### src/verilog/cbs_defs.svh
// Constants for the socket force and control register block.
// Assumes an AXI4-Lite register bus with 32-bit data and byte addresses.
`ifndef CBS_DEFS_SVH
`define CBS_DEFS_SVH
`define CBS_OFF_PRESENT 12'h008
`define CBS_OFF_FORCE 12'h00c
`define CBS_OFF_CONTROL 12'h010
`define CBS_OFF_EVENT 12'h000
`define CBS_OFF_LEVELS 12'h014
`define CBS_FRC_TRIGGER 14
`define CBS_CTL_POLICY 7
`define CBS_CTL_RESET 8'h00
`define CBS_SOCKET_CAPS 4'h3
`define CBS_VCC_OFF 3'h0
`define CBS_VCC_5V 3'h2
`define CBS_VCC_3V 3'h3
`define CBS_VCC_XV 3'h4
`define CBS_VCC_YV 3'h5
`define CBS_VPP_12V 3'h1
`endif

### src/verilog/cbs_pkg.sv
// Types for the socket force and control register block.
// Assumes the constants header is included by users of these types.
package cbs_pkg;
  typedef struct packed {
    logic [3:0] caps;
    logic invalid_supply_request_flag;
    logic possible_data_loss_flag;
    logic unrecognized_card_flag;
    logic cardbus_detected_flag;
    logic narrow_card_detected_flag;
  } cbs_present_s;

  typedef struct packed {
    logic awready;
    logic wready;
    logic bvalid;
    logic arready;
    logic rvalid;
    logic [31:0] rdata;
    logic [1:0] bresp;
    logic [1:0] rresp;
    logic aw_held;
    logic w_held;
    logic [11:0] awaddr;
    logic [31:0] wdata;
    logic [3:0] wstrb;
    logic card_clock_stop_policy;
    logic [2:0] card_supply_request;
    logic [2:0] program_supply_request;
    logic ctl_enabled;
    cbs_present_s present;
    logic [3:0] events;
    logic reinterrogate;
    logic clk_stop_allow;
    logic [2:0] vcc_applied;
    logic [2:0] vpp_applied;
  } cbs_state_s;
endpackage

### src/verilog/cbs_socket_regs.sv
// Socket force-event and socket control registers behind AXI4-Lite.
// Assumes one clock, synchronous inputs, and card detection done outside.
//
// Register access over AXI4-Lite was left to the implementer.
`include "cbs_defs.svh"
`timescale 1ns/100ps
`default_nettype none
module cbs_socket_regs #(
  parameter int ADDR_W = 12
) (
  input wire logic aclk,
  input wire logic aresetn,
  input wire logic [ADDR_W-1:0] s_axi_awaddr,
  input wire logic s_axi_awvalid,
  output logic s_axi_awready,
  input wire logic [31:0] s_axi_wdata,
  input wire logic [3:0] s_axi_wstrb,
  input wire logic s_axi_wvalid,
  output logic s_axi_wready,
  output logic [1:0] s_axi_bresp,
  output logic s_axi_bvalid,
  input wire logic s_axi_bready,
  input wire logic [ADDR_W-1:0] s_axi_araddr,
  input wire logic s_axi_arvalid,
  output logic s_axi_arready,
  output logic [31:0] s_axi_rdata,
  output logic [1:0] s_axi_rresp,
  output logic s_axi_rvalid,
  input wire logic s_axi_rready,
  input wire logic interrogate_done,
  input wire logic [8:0] interrogate_result,
  input wire logic socket_idle,
  input wire logic host_clock_stopping,
  input wire logic detect2_level,
  input wire logic detect1_level,
  input wire logic status_change_level,
  input wire logic socket_powered_state,
  output logic card_reinterrogate_trigger,
  output logic card_clock_stop_allow,
  output logic [2:0] card_supply_applied,
  output logic [2:0] program_supply_applied,
  output logic [3:0] event_flags,
  output logic [8:0] present_flags
);

  // Refuse address widths outside 6 to 12 bits, at elaboration.
  if (ADDR_W < 6 || ADDR_W > 12) begin : g_bad_addr_w
    $error("cbs_socket_regs: ADDR_W must be 6 to 12");
  end

  cbs_pkg::cbs_state_s st;
  cbs_pkg::cbs_state_s next_st;
  logic [11:0] ar_addr;
  logic [11:0] aw_addr_in;
  logic [31:0] wmask;
  logic [31:0] wval;
  logic [3:0] cap_sel;
  logic vcc_ok;
  logic vpp_ok;
  logic req_bad;

  // Zero-extend bus addresses to the internal width.
  assign ar_addr = 12'(s_axi_araddr);
  assign aw_addr_in = 12'(s_axi_awaddr);

  // Expand byte strobes into a bit mask.
  generate
    for (genvar b = 0; b < 4; b++) begin : g_mask
      assign wmask[b*8 +: 8] = {8{st.wstrb[b]}};
    end
  endgenerate

  // Supply legality against card capability and socket capability.
  always_comb begin
    cap_sel = st.present.caps & `CBS_SOCKET_CAPS;
    vcc_ok = 1'b0;
    case (st.card_supply_request)
      `CBS_VCC_OFF: vcc_ok = 1'b1;
      `CBS_VCC_5V: vcc_ok = cap_sel[0];
      `CBS_VCC_3V: vcc_ok = cap_sel[1];
      default: vcc_ok = 1'b0;
    endcase
    vpp_ok = 1'b0;
    case (st.program_supply_request)
      `CBS_VCC_OFF: vpp_ok = 1'b1;
      `CBS_VPP_12V: vpp_ok = (st.card_supply_request != `CBS_VCC_OFF) && vcc_ok;
      `CBS_VCC_5V: vpp_ok = (st.card_supply_request == `CBS_VCC_5V) && vcc_ok;
      `CBS_VCC_3V: vpp_ok = (st.card_supply_request == `CBS_VCC_3V) && vcc_ok;
      default: vpp_ok = 1'b0;
    endcase
    req_bad = !vcc_ok || !vpp_ok || !st.ctl_enabled;
  end

  // Next-state logic for bus handshakes, registers and socket outputs.
  always_comb begin
    next_st = st;
    wval = st.wdata & wmask;
    next_st.reinterrogate = 1'b0;
    // Write address and data are taken in either order.
    if (s_axi_awvalid && st.awready) begin
      next_st.aw_held = 1'b1;
      next_st.awaddr = aw_addr_in;
      next_st.awready = 1'b0;
    end
    if (s_axi_wvalid && st.wready) begin
      next_st.w_held = 1'b1;
      next_st.wdata = s_axi_wdata;
      next_st.wstrb = s_axi_wstrb;
      next_st.wready = 1'b0;
    end
    if (st.aw_held && st.w_held && !st.bvalid) begin
      next_st.aw_held = 1'b0;
      next_st.w_held = 1'b0;
      next_st.bvalid = 1'b1;
      next_st.bresp = 2'h0;
      if (st.awaddr[11:2] == `CBS_OFF_FORCE >> 2) begin
        if (st.wstrb[0]) begin
          next_st.events = wval[3:0];
          next_st.present.narrow_card_detected_flag = wval[4];
          next_st.present.cardbus_detected_flag = wval[5];
          next_st.present.unrecognized_card_flag = wval[7];
        end
        if (st.wstrb[1]) begin
          next_st.present.possible_data_loss_flag = wval[8];
          next_st.present.invalid_supply_request_flag = wval[9];
          next_st.present.caps = wval[13:10];
          if (wval[13:10] != 4'h0) begin
            next_st.ctl_enabled = 1'b0;
          end
          if (wval[`CBS_FRC_TRIGGER]) begin
            next_st.reinterrogate = 1'b1;
          end
        end
      end else if (st.awaddr[11:2] == `CBS_OFF_CONTROL >> 2) begin
        if (st.wstrb[0]) begin
          next_st.card_supply_request = wval[6:4];
          next_st.program_supply_request = wval[2:0];
          next_st.card_clock_stop_policy = wval[`CBS_CTL_POLICY];
        end
      end else if (st.awaddr[11:2] != `CBS_OFF_EVENT >> 2 && st.awaddr[11:2] != `CBS_OFF_PRESENT >> 2
                   && st.awaddr[11:2] != `CBS_OFF_LEVELS >> 2) begin
        next_st.bresp = 2'h2;
      end
    end
    if (st.bvalid && s_axi_bready) begin
      next_st.bvalid = 1'b0;
      next_st.awready = 1'b1;
      next_st.wready = 1'b1;
    end
    // Hardware-set flags win over a forced write in the same cycle.
    if (interrogate_done) begin
      next_st.present.caps = interrogate_result[8:5];
      next_st.present.unrecognized_card_flag = interrogate_result[2];
      next_st.present.cardbus_detected_flag = interrogate_result[1];
      next_st.present.narrow_card_detected_flag = interrogate_result[0];
      next_st.ctl_enabled = 1'b1;
    end
    // The flag is raised once per refused control write, so a later forced clear sticks.
    // invalid request flagged
    if (st.bvalid && st.awaddr[11:2] == `CBS_OFF_CONTROL >> 2 && req_bad
        && !(st.card_supply_request == `CBS_VCC_OFF && st.program_supply_request == `CBS_VCC_OFF)) begin
      next_st.present.invalid_supply_request_flag = 1'b1;
    end
    if (!req_bad) begin
      next_st.vcc_applied = st.card_supply_request;
      next_st.vpp_applied = st.program_supply_request;
    end else if (st.card_supply_request == `CBS_VCC_OFF) begin
      next_st.vcc_applied = `CBS_VCC_OFF;
      next_st.vpp_applied = `CBS_VCC_OFF;
    end
    next_st.clk_stop_allow = socket_idle && (st.card_clock_stop_policy || host_clock_stopping);
    // Read channel: one read at a time.
    if (s_axi_arvalid && st.arready) begin
      next_st.arready = 1'b0;
      next_st.rvalid = 1'b1;
      next_st.rresp = 2'h0;
      next_st.rdata = 32'h0;
      if (ar_addr[11:2] == `CBS_OFF_FORCE >> 2) begin
        next_st.rdata = 32'h0;
      end else if (ar_addr[11:2] == `CBS_OFF_CONTROL >> 2) begin
        next_st.rdata = {24'h0, st.card_clock_stop_policy, st.card_supply_request, 1'b0,
                         st.program_supply_request};
      end else if (ar_addr[11:2] == `CBS_OFF_PRESENT >> 2) begin
        next_st.rdata = {2'h0, `CBS_SOCKET_CAPS == 4'h3, `CBS_SOCKET_CAPS == 4'h3, 14'h0,
                         st.present.caps, st.present.invalid_supply_request_flag,
                         st.present.possible_data_loss_flag, st.present.unrecognized_card_flag, 1'b0,
                         st.present.cardbus_detected_flag, st.present.narrow_card_detected_flag,
                         socket_powered_state, detect2_level, detect1_level, status_change_level};
      end else if (ar_addr[11:2] == `CBS_OFF_EVENT >> 2) begin
        next_st.rdata = {28'h0, st.events};
      end else if (ar_addr[11:2] == `CBS_OFF_LEVELS >> 2) begin
        next_st.rdata = {25'h0, st.ctl_enabled, st.clk_stop_allow, st.vcc_applied[1:0], 1'b0, 2'h0};
      end else begin
        next_st.rresp = 2'h2;
      end
    end
    if (st.rvalid && s_axi_rready) begin
      next_st.rvalid = 1'b0;
      next_st.arready = 1'b1;
    end
  end

  always_ff @(posedge aclk) begin
    if (!aresetn) begin
      st <= '0;
      st.awready <= 1'b1;
      st.wready <= 1'b1;
      st.arready <= 1'b1;
      st.ctl_enabled <= 1'b1;
      st.present.caps <= 4'h0;
    end else begin
      st <= next_st;
    end
  end

  // Outputs straight from the state register.
  assign s_axi_awready = st.awready;
  assign s_axi_wready = st.wready;
  assign s_axi_bvalid = st.bvalid;
  assign s_axi_bresp = st.bresp;
  assign s_axi_arready = st.arready;
  assign s_axi_rvalid = st.rvalid;
  assign s_axi_rdata = st.rdata;
  assign s_axi_rresp = st.rresp;
  assign card_reinterrogate_trigger = st.reinterrogate;
  assign card_clock_stop_allow = st.clk_stop_allow;
  assign card_supply_applied = st.vcc_applied;
  assign program_supply_applied = st.vpp_applied;
  assign event_flags = st.events;
  assign present_flags = st.present;

endmodule
`default_nettype wire

### config.mk
export PLATFORM = sky130hd
export DESIGN_NAME = cbs_socket_regs
export DESIGN_NICKNAME = d
export VERILOG_FILES = /design/src/verilog/cbs_pkg.sv /design/src/verilog/cbs_socket_regs.sv
export VERILOG_INCLUDE_DIRS = /design/src /design/src/verilog
export SDC_FILE = /design/constraint.sdc
export NUM_CORES = 1
export LEC_CHECK = 0
export BUFFER_PORTS_ARGS = -buffer_cell sky130_fd_sc_hd__buf_2
export CORE_MARGIN = 3
export CORE_UTILIZATION = 40
export CTS_CLUSTER_SIZE = 20
export DETAILED_ROUTE_END_ITERATION = 6
export PLACE_DENSITY = 0.67
export SYNTH_ARGS = -nofsm -noshare
export SYNTH_HDL_FRONTEND = slang
export SYNTH_SLANG_ARGS = --single-unit
### constraint.sdc
create_clock -name aclk -period 3.9 [get_ports aclk]
set_input_delay 0.78 -clock aclk [delete_from_list [all_inputs] [get_ports aclk]]
set_output_delay 0.78 -clock aclk [all_outputs]
set_load 0.02 [all_outputs]
==> summary.md <==
| Metric | Value |
|---|---|
| Status | `finished, final reports clean` |
| Total Negative Setup Slacks | `0 ns` |
| Vias in the first global route | `about 2,600` |
| Critical path class | `primary input to flip-flop` |
| Detail Placement HPWL | `a little over 6 mm` |
| Synth top area share | `a little over two fifths` |
| Most frequent cell after synthesis | `dfxtp_1` |
| Largest stage delay on the critical path | `approximately 0.55 ns` |
| Synth-to-layout area growth | `11.2%` |
| First-pass GRT wire length | `approximately 13 mm` |
| # DRC | `0` |
| HP Class | `flip-flop to flip-flop` |
| CP max FO | `8` |
| Initial antenna violation count | `0` |
| Max-slew headroom | `between 40 and 50%` |
| Clock Path Buffers | `2` |
| Period utilisation layout | `between 50% and 60%` |
| Detailed Route WL | `8.21 mm` |
| Fin. max-slew vios | `0` |
| Layout cells sized above 1 | `around 28%` |
| Worst-Margin Slew | `roughly 0.77 ns` |
| RSZ-0062 raised after global routing | `no` |
| GRT Util Overall | `15.3%` |
| Cell taking the most area after synthesis | `dfxtp_1` |
| Core footprint | `roughly 0.009 mm^2` |
| I/O pins | `145` |
| Final setup fails | `0` |
| FP Rows | `34` |
| Pre-Repair DR Iteration Count | `4` |
| Syn Area/Cell | `between 8 and 9 um^2` |
| Fill cell count | `890` |
| Die height | `about 100 um` |
| Required @ worst endpoint | `4.20 ns` |
| Hold buffers post-CTS | `0` |
| DIE AREA | `between 0.01 and 0.015 mm^2` |
| Final ANT Viol Nets | `0` |
| Drt first-iter violations | `114` |
| EDFF count, synth | `0` |
| Skew-Pair Late Insertion Delay | `0.35 ns` |
| Most frequent cells after synthesis | `dfxtp_1 (80), nand2_1 (69), buf_4 (55), a21boi_0 (29), nor2b_1 (26)` |
| Final min period | `~2 ns` |
| FMAX | `508 MHz` |
| CTS tree | `yes` |
| Final core utilization | `roughly 47%` |
| Maxcap violations | `0` |
| Hold Vio Cnt, Final | `0` |
| Clock Pin Slew Worst Setup and Hold Paths | `around 0.090 ns` |
| Static Leakage | `around 1.9 nW` |
| Ys Warns | `0` |
| Largest net degree at the start of global routing | `55` |
| Post-Synth Simple-Gate Area | `about 22%` |
| Peak VDD IR | `0.161 mV` |
| Cell count after synthesis | `approximately 430` |
| Post_cts resized | `0` |
| Depth of the CTS H-tree | `3` |
| GP Congestion | `slightly below 0.8` |
| Final nets | `566` |
| ANT cells | `0` |
| Clk root buf | `clkbuf_8` |
| Routed vias/inst | `~4.9` |
| Synth Flop Type | `dfxtp_1` |
| Synth Area in Compound Gates | `between 15 and 20%` |
| CP arrival | `around 2.3 ns` |
| Postcts setup bufs | `0` |
| Starting Density | `approximately 42%` |
| Vias | `between 2,000 and 3,000` |
| Power per cell area | `roughly 390 mW/mm^2` |
| # port buffers | `slightly above 100` |
| Synth async-reset ratio | `0%` |
| Number of synthesized register bits | `80` |
| Xor/xnor cell area share of the yosys netlist | `0%` |
| Mux contribution to synthesized area | `under 10%` |
| Die width | `slightly above 100 um` |
| Routed len/inst | `about 14 um` |
| Startpoint types | `primary input` |
| Num Clock Sinks | `80` |
| Post-synthesis instance area | `between 0.003 and 0.004 mm^2` |
| Largest family of logic cells by synthesized area | `simple AND/OR/NAND/NOR gates` |
| Critical path endpoint category | `flip-flop` |
| Area contributors post-synth | `dfxtp_1 (42%), buf_4 (11%), nand2_1 (6.8%)` |
| CTS Buf Count | `9` |
| Crit path cell chain | `buf_2 -> or4_4 -> nor3_4 -> and3_1 -> a22o_2` |
| Critical path's slowest cell | `or4_4` |
| Synth Area in Adders | `0%` |
| Setup Skew | `about 0.0080 ns` |
| Synth cell types | `49` |
| Gr ovfl total | `0` |
| Register area share after synthesis | `42.3%` |
## cells by family (layout without fill, tap and decap cells)
| family | count (synthesis) | after routing |
|---|---|---|
| and+or+nand+nor | 157 | 157 |
| AOI/OAI and AO/OA | 82 | 82 |
| buffers and inverters | 81 | 125 |
| DFF | 80 | 80 |
| muxes | 26 | 26 |
| other | 1 | 18 |
## metal layers
layer	GRT usage [%]	part of all wire, %
met2	24.7	46
met5	0	0
met1	19.2	46
met3	5.03	7.2
met4	5.38	0.65
## final cells by class
class                   count  area (um^2)  area share, %
flip-flops and latches     80         1600           38.1
well taps                 108          135           3.21
repair buffers            102          513           12.2
clock inverters             6         68.8           1.64
clock buffers              10          138           3.27
inverters                   7         26.3          0.624
multi-input cells         283         1730           41.0
## flip-flops by register name (all words and copies together), names as in the netlist
signal,flops
s_axi_rresp,1
event_flags,4
s_axi_bvalid,1
card_supply_applied,3
st,37
s_axi_bresp,1
present_flags,9
s_axi_arready,1
s_axi_wready,1
card_reinterrogate_trigger,1
s_axi_awready,1
card_clock_stop_allow,1
program_supply_applied,3
s_axi_rvalid,1
s_axi_rdata,15
## metrics by stage
step	worst slack [ns]	instance area [um^2]	hold slack (ns)	instances	power, W
finish	1.93	4210	0.434	596	0.00165
global route	1.79	4210	0.455	596	0.00173
CTS	1.94	4210	0.442	596	0.00167
detailed placement	1.57	4000	0.431	580	0.00105
global placement	1.59	4000	0.419	580	0.00105
floorplan	1.87	3850	0.410	444	0.00101
## worst max-delay path: cells and delay by family
family | cells | cell delay (ns)
compound gates | 1 | 0.17
buf+inv | 1 | 0.10
simple gates | 3 | 1.22
## layout by cell type, fill, tap and decap left out, types with 2 or more instances in the layout
master / Yosys / final
nor4_1: 2 / 2
o211ai_1: 2 / 2
inv_1: 7 / 7
a21oi_1: 10 / 10
and3_1: 3 / 3
buf_2: 1 / 101
o21ai_0: 16 / 16
nand2b_1: 5 / 5
o221ai_1: 2 / 2
nand2_1: 69 / 69
o31ai_1: 2 / 2
a22o_2: 6 / 6
clkinv_4: 0 / 3
a22oi_1: 4 / 4
nor3_1: 9 / 9
a211oi_1: 3 / 3
dfxtp_1: 80 / 80
and2_1: 13 / 13
nand4_2: 3 / 3
nor3b_1: 2 / 2
conb_1: 1 / 18
nor2_1: 9 / 9
or3_1: 2 / 2
nor2b_1: 26 / 26
nand3_1: 4 / 4
a21boi_0: 29 / 29
mux2i_1: 25 / 25
clkbuf_8: 0 / 10
## report_power, final
part           switching (W)  leakage (nW)  internal (W)  total, W
sequential         0.0000215         0.652      0.000844  0.000866
clock               0.000307         0.102      0.000315  0.000622
combinational       0.000101          1.18     0.0000632  0.000164
total               0.000429          1.94       0.00122   0.00165
## path summary, 6_finish.rpt
kind                         from                         end  slack [ns]  cells past startpoint
hold reg to reg            st[47]  card_reinterrogate_trigger        0.43                      2
hold / removal             st[47]  card_reinterrogate_trigger        0.43                      2
setup / recovery  s_axi_araddr[7]             s_axi_rdata[10]        1.93                      5
setup reg to reg           st[77]            present_flags[1]        2.02                      5
Note: power is estimated with default switching activity, not from simulation.
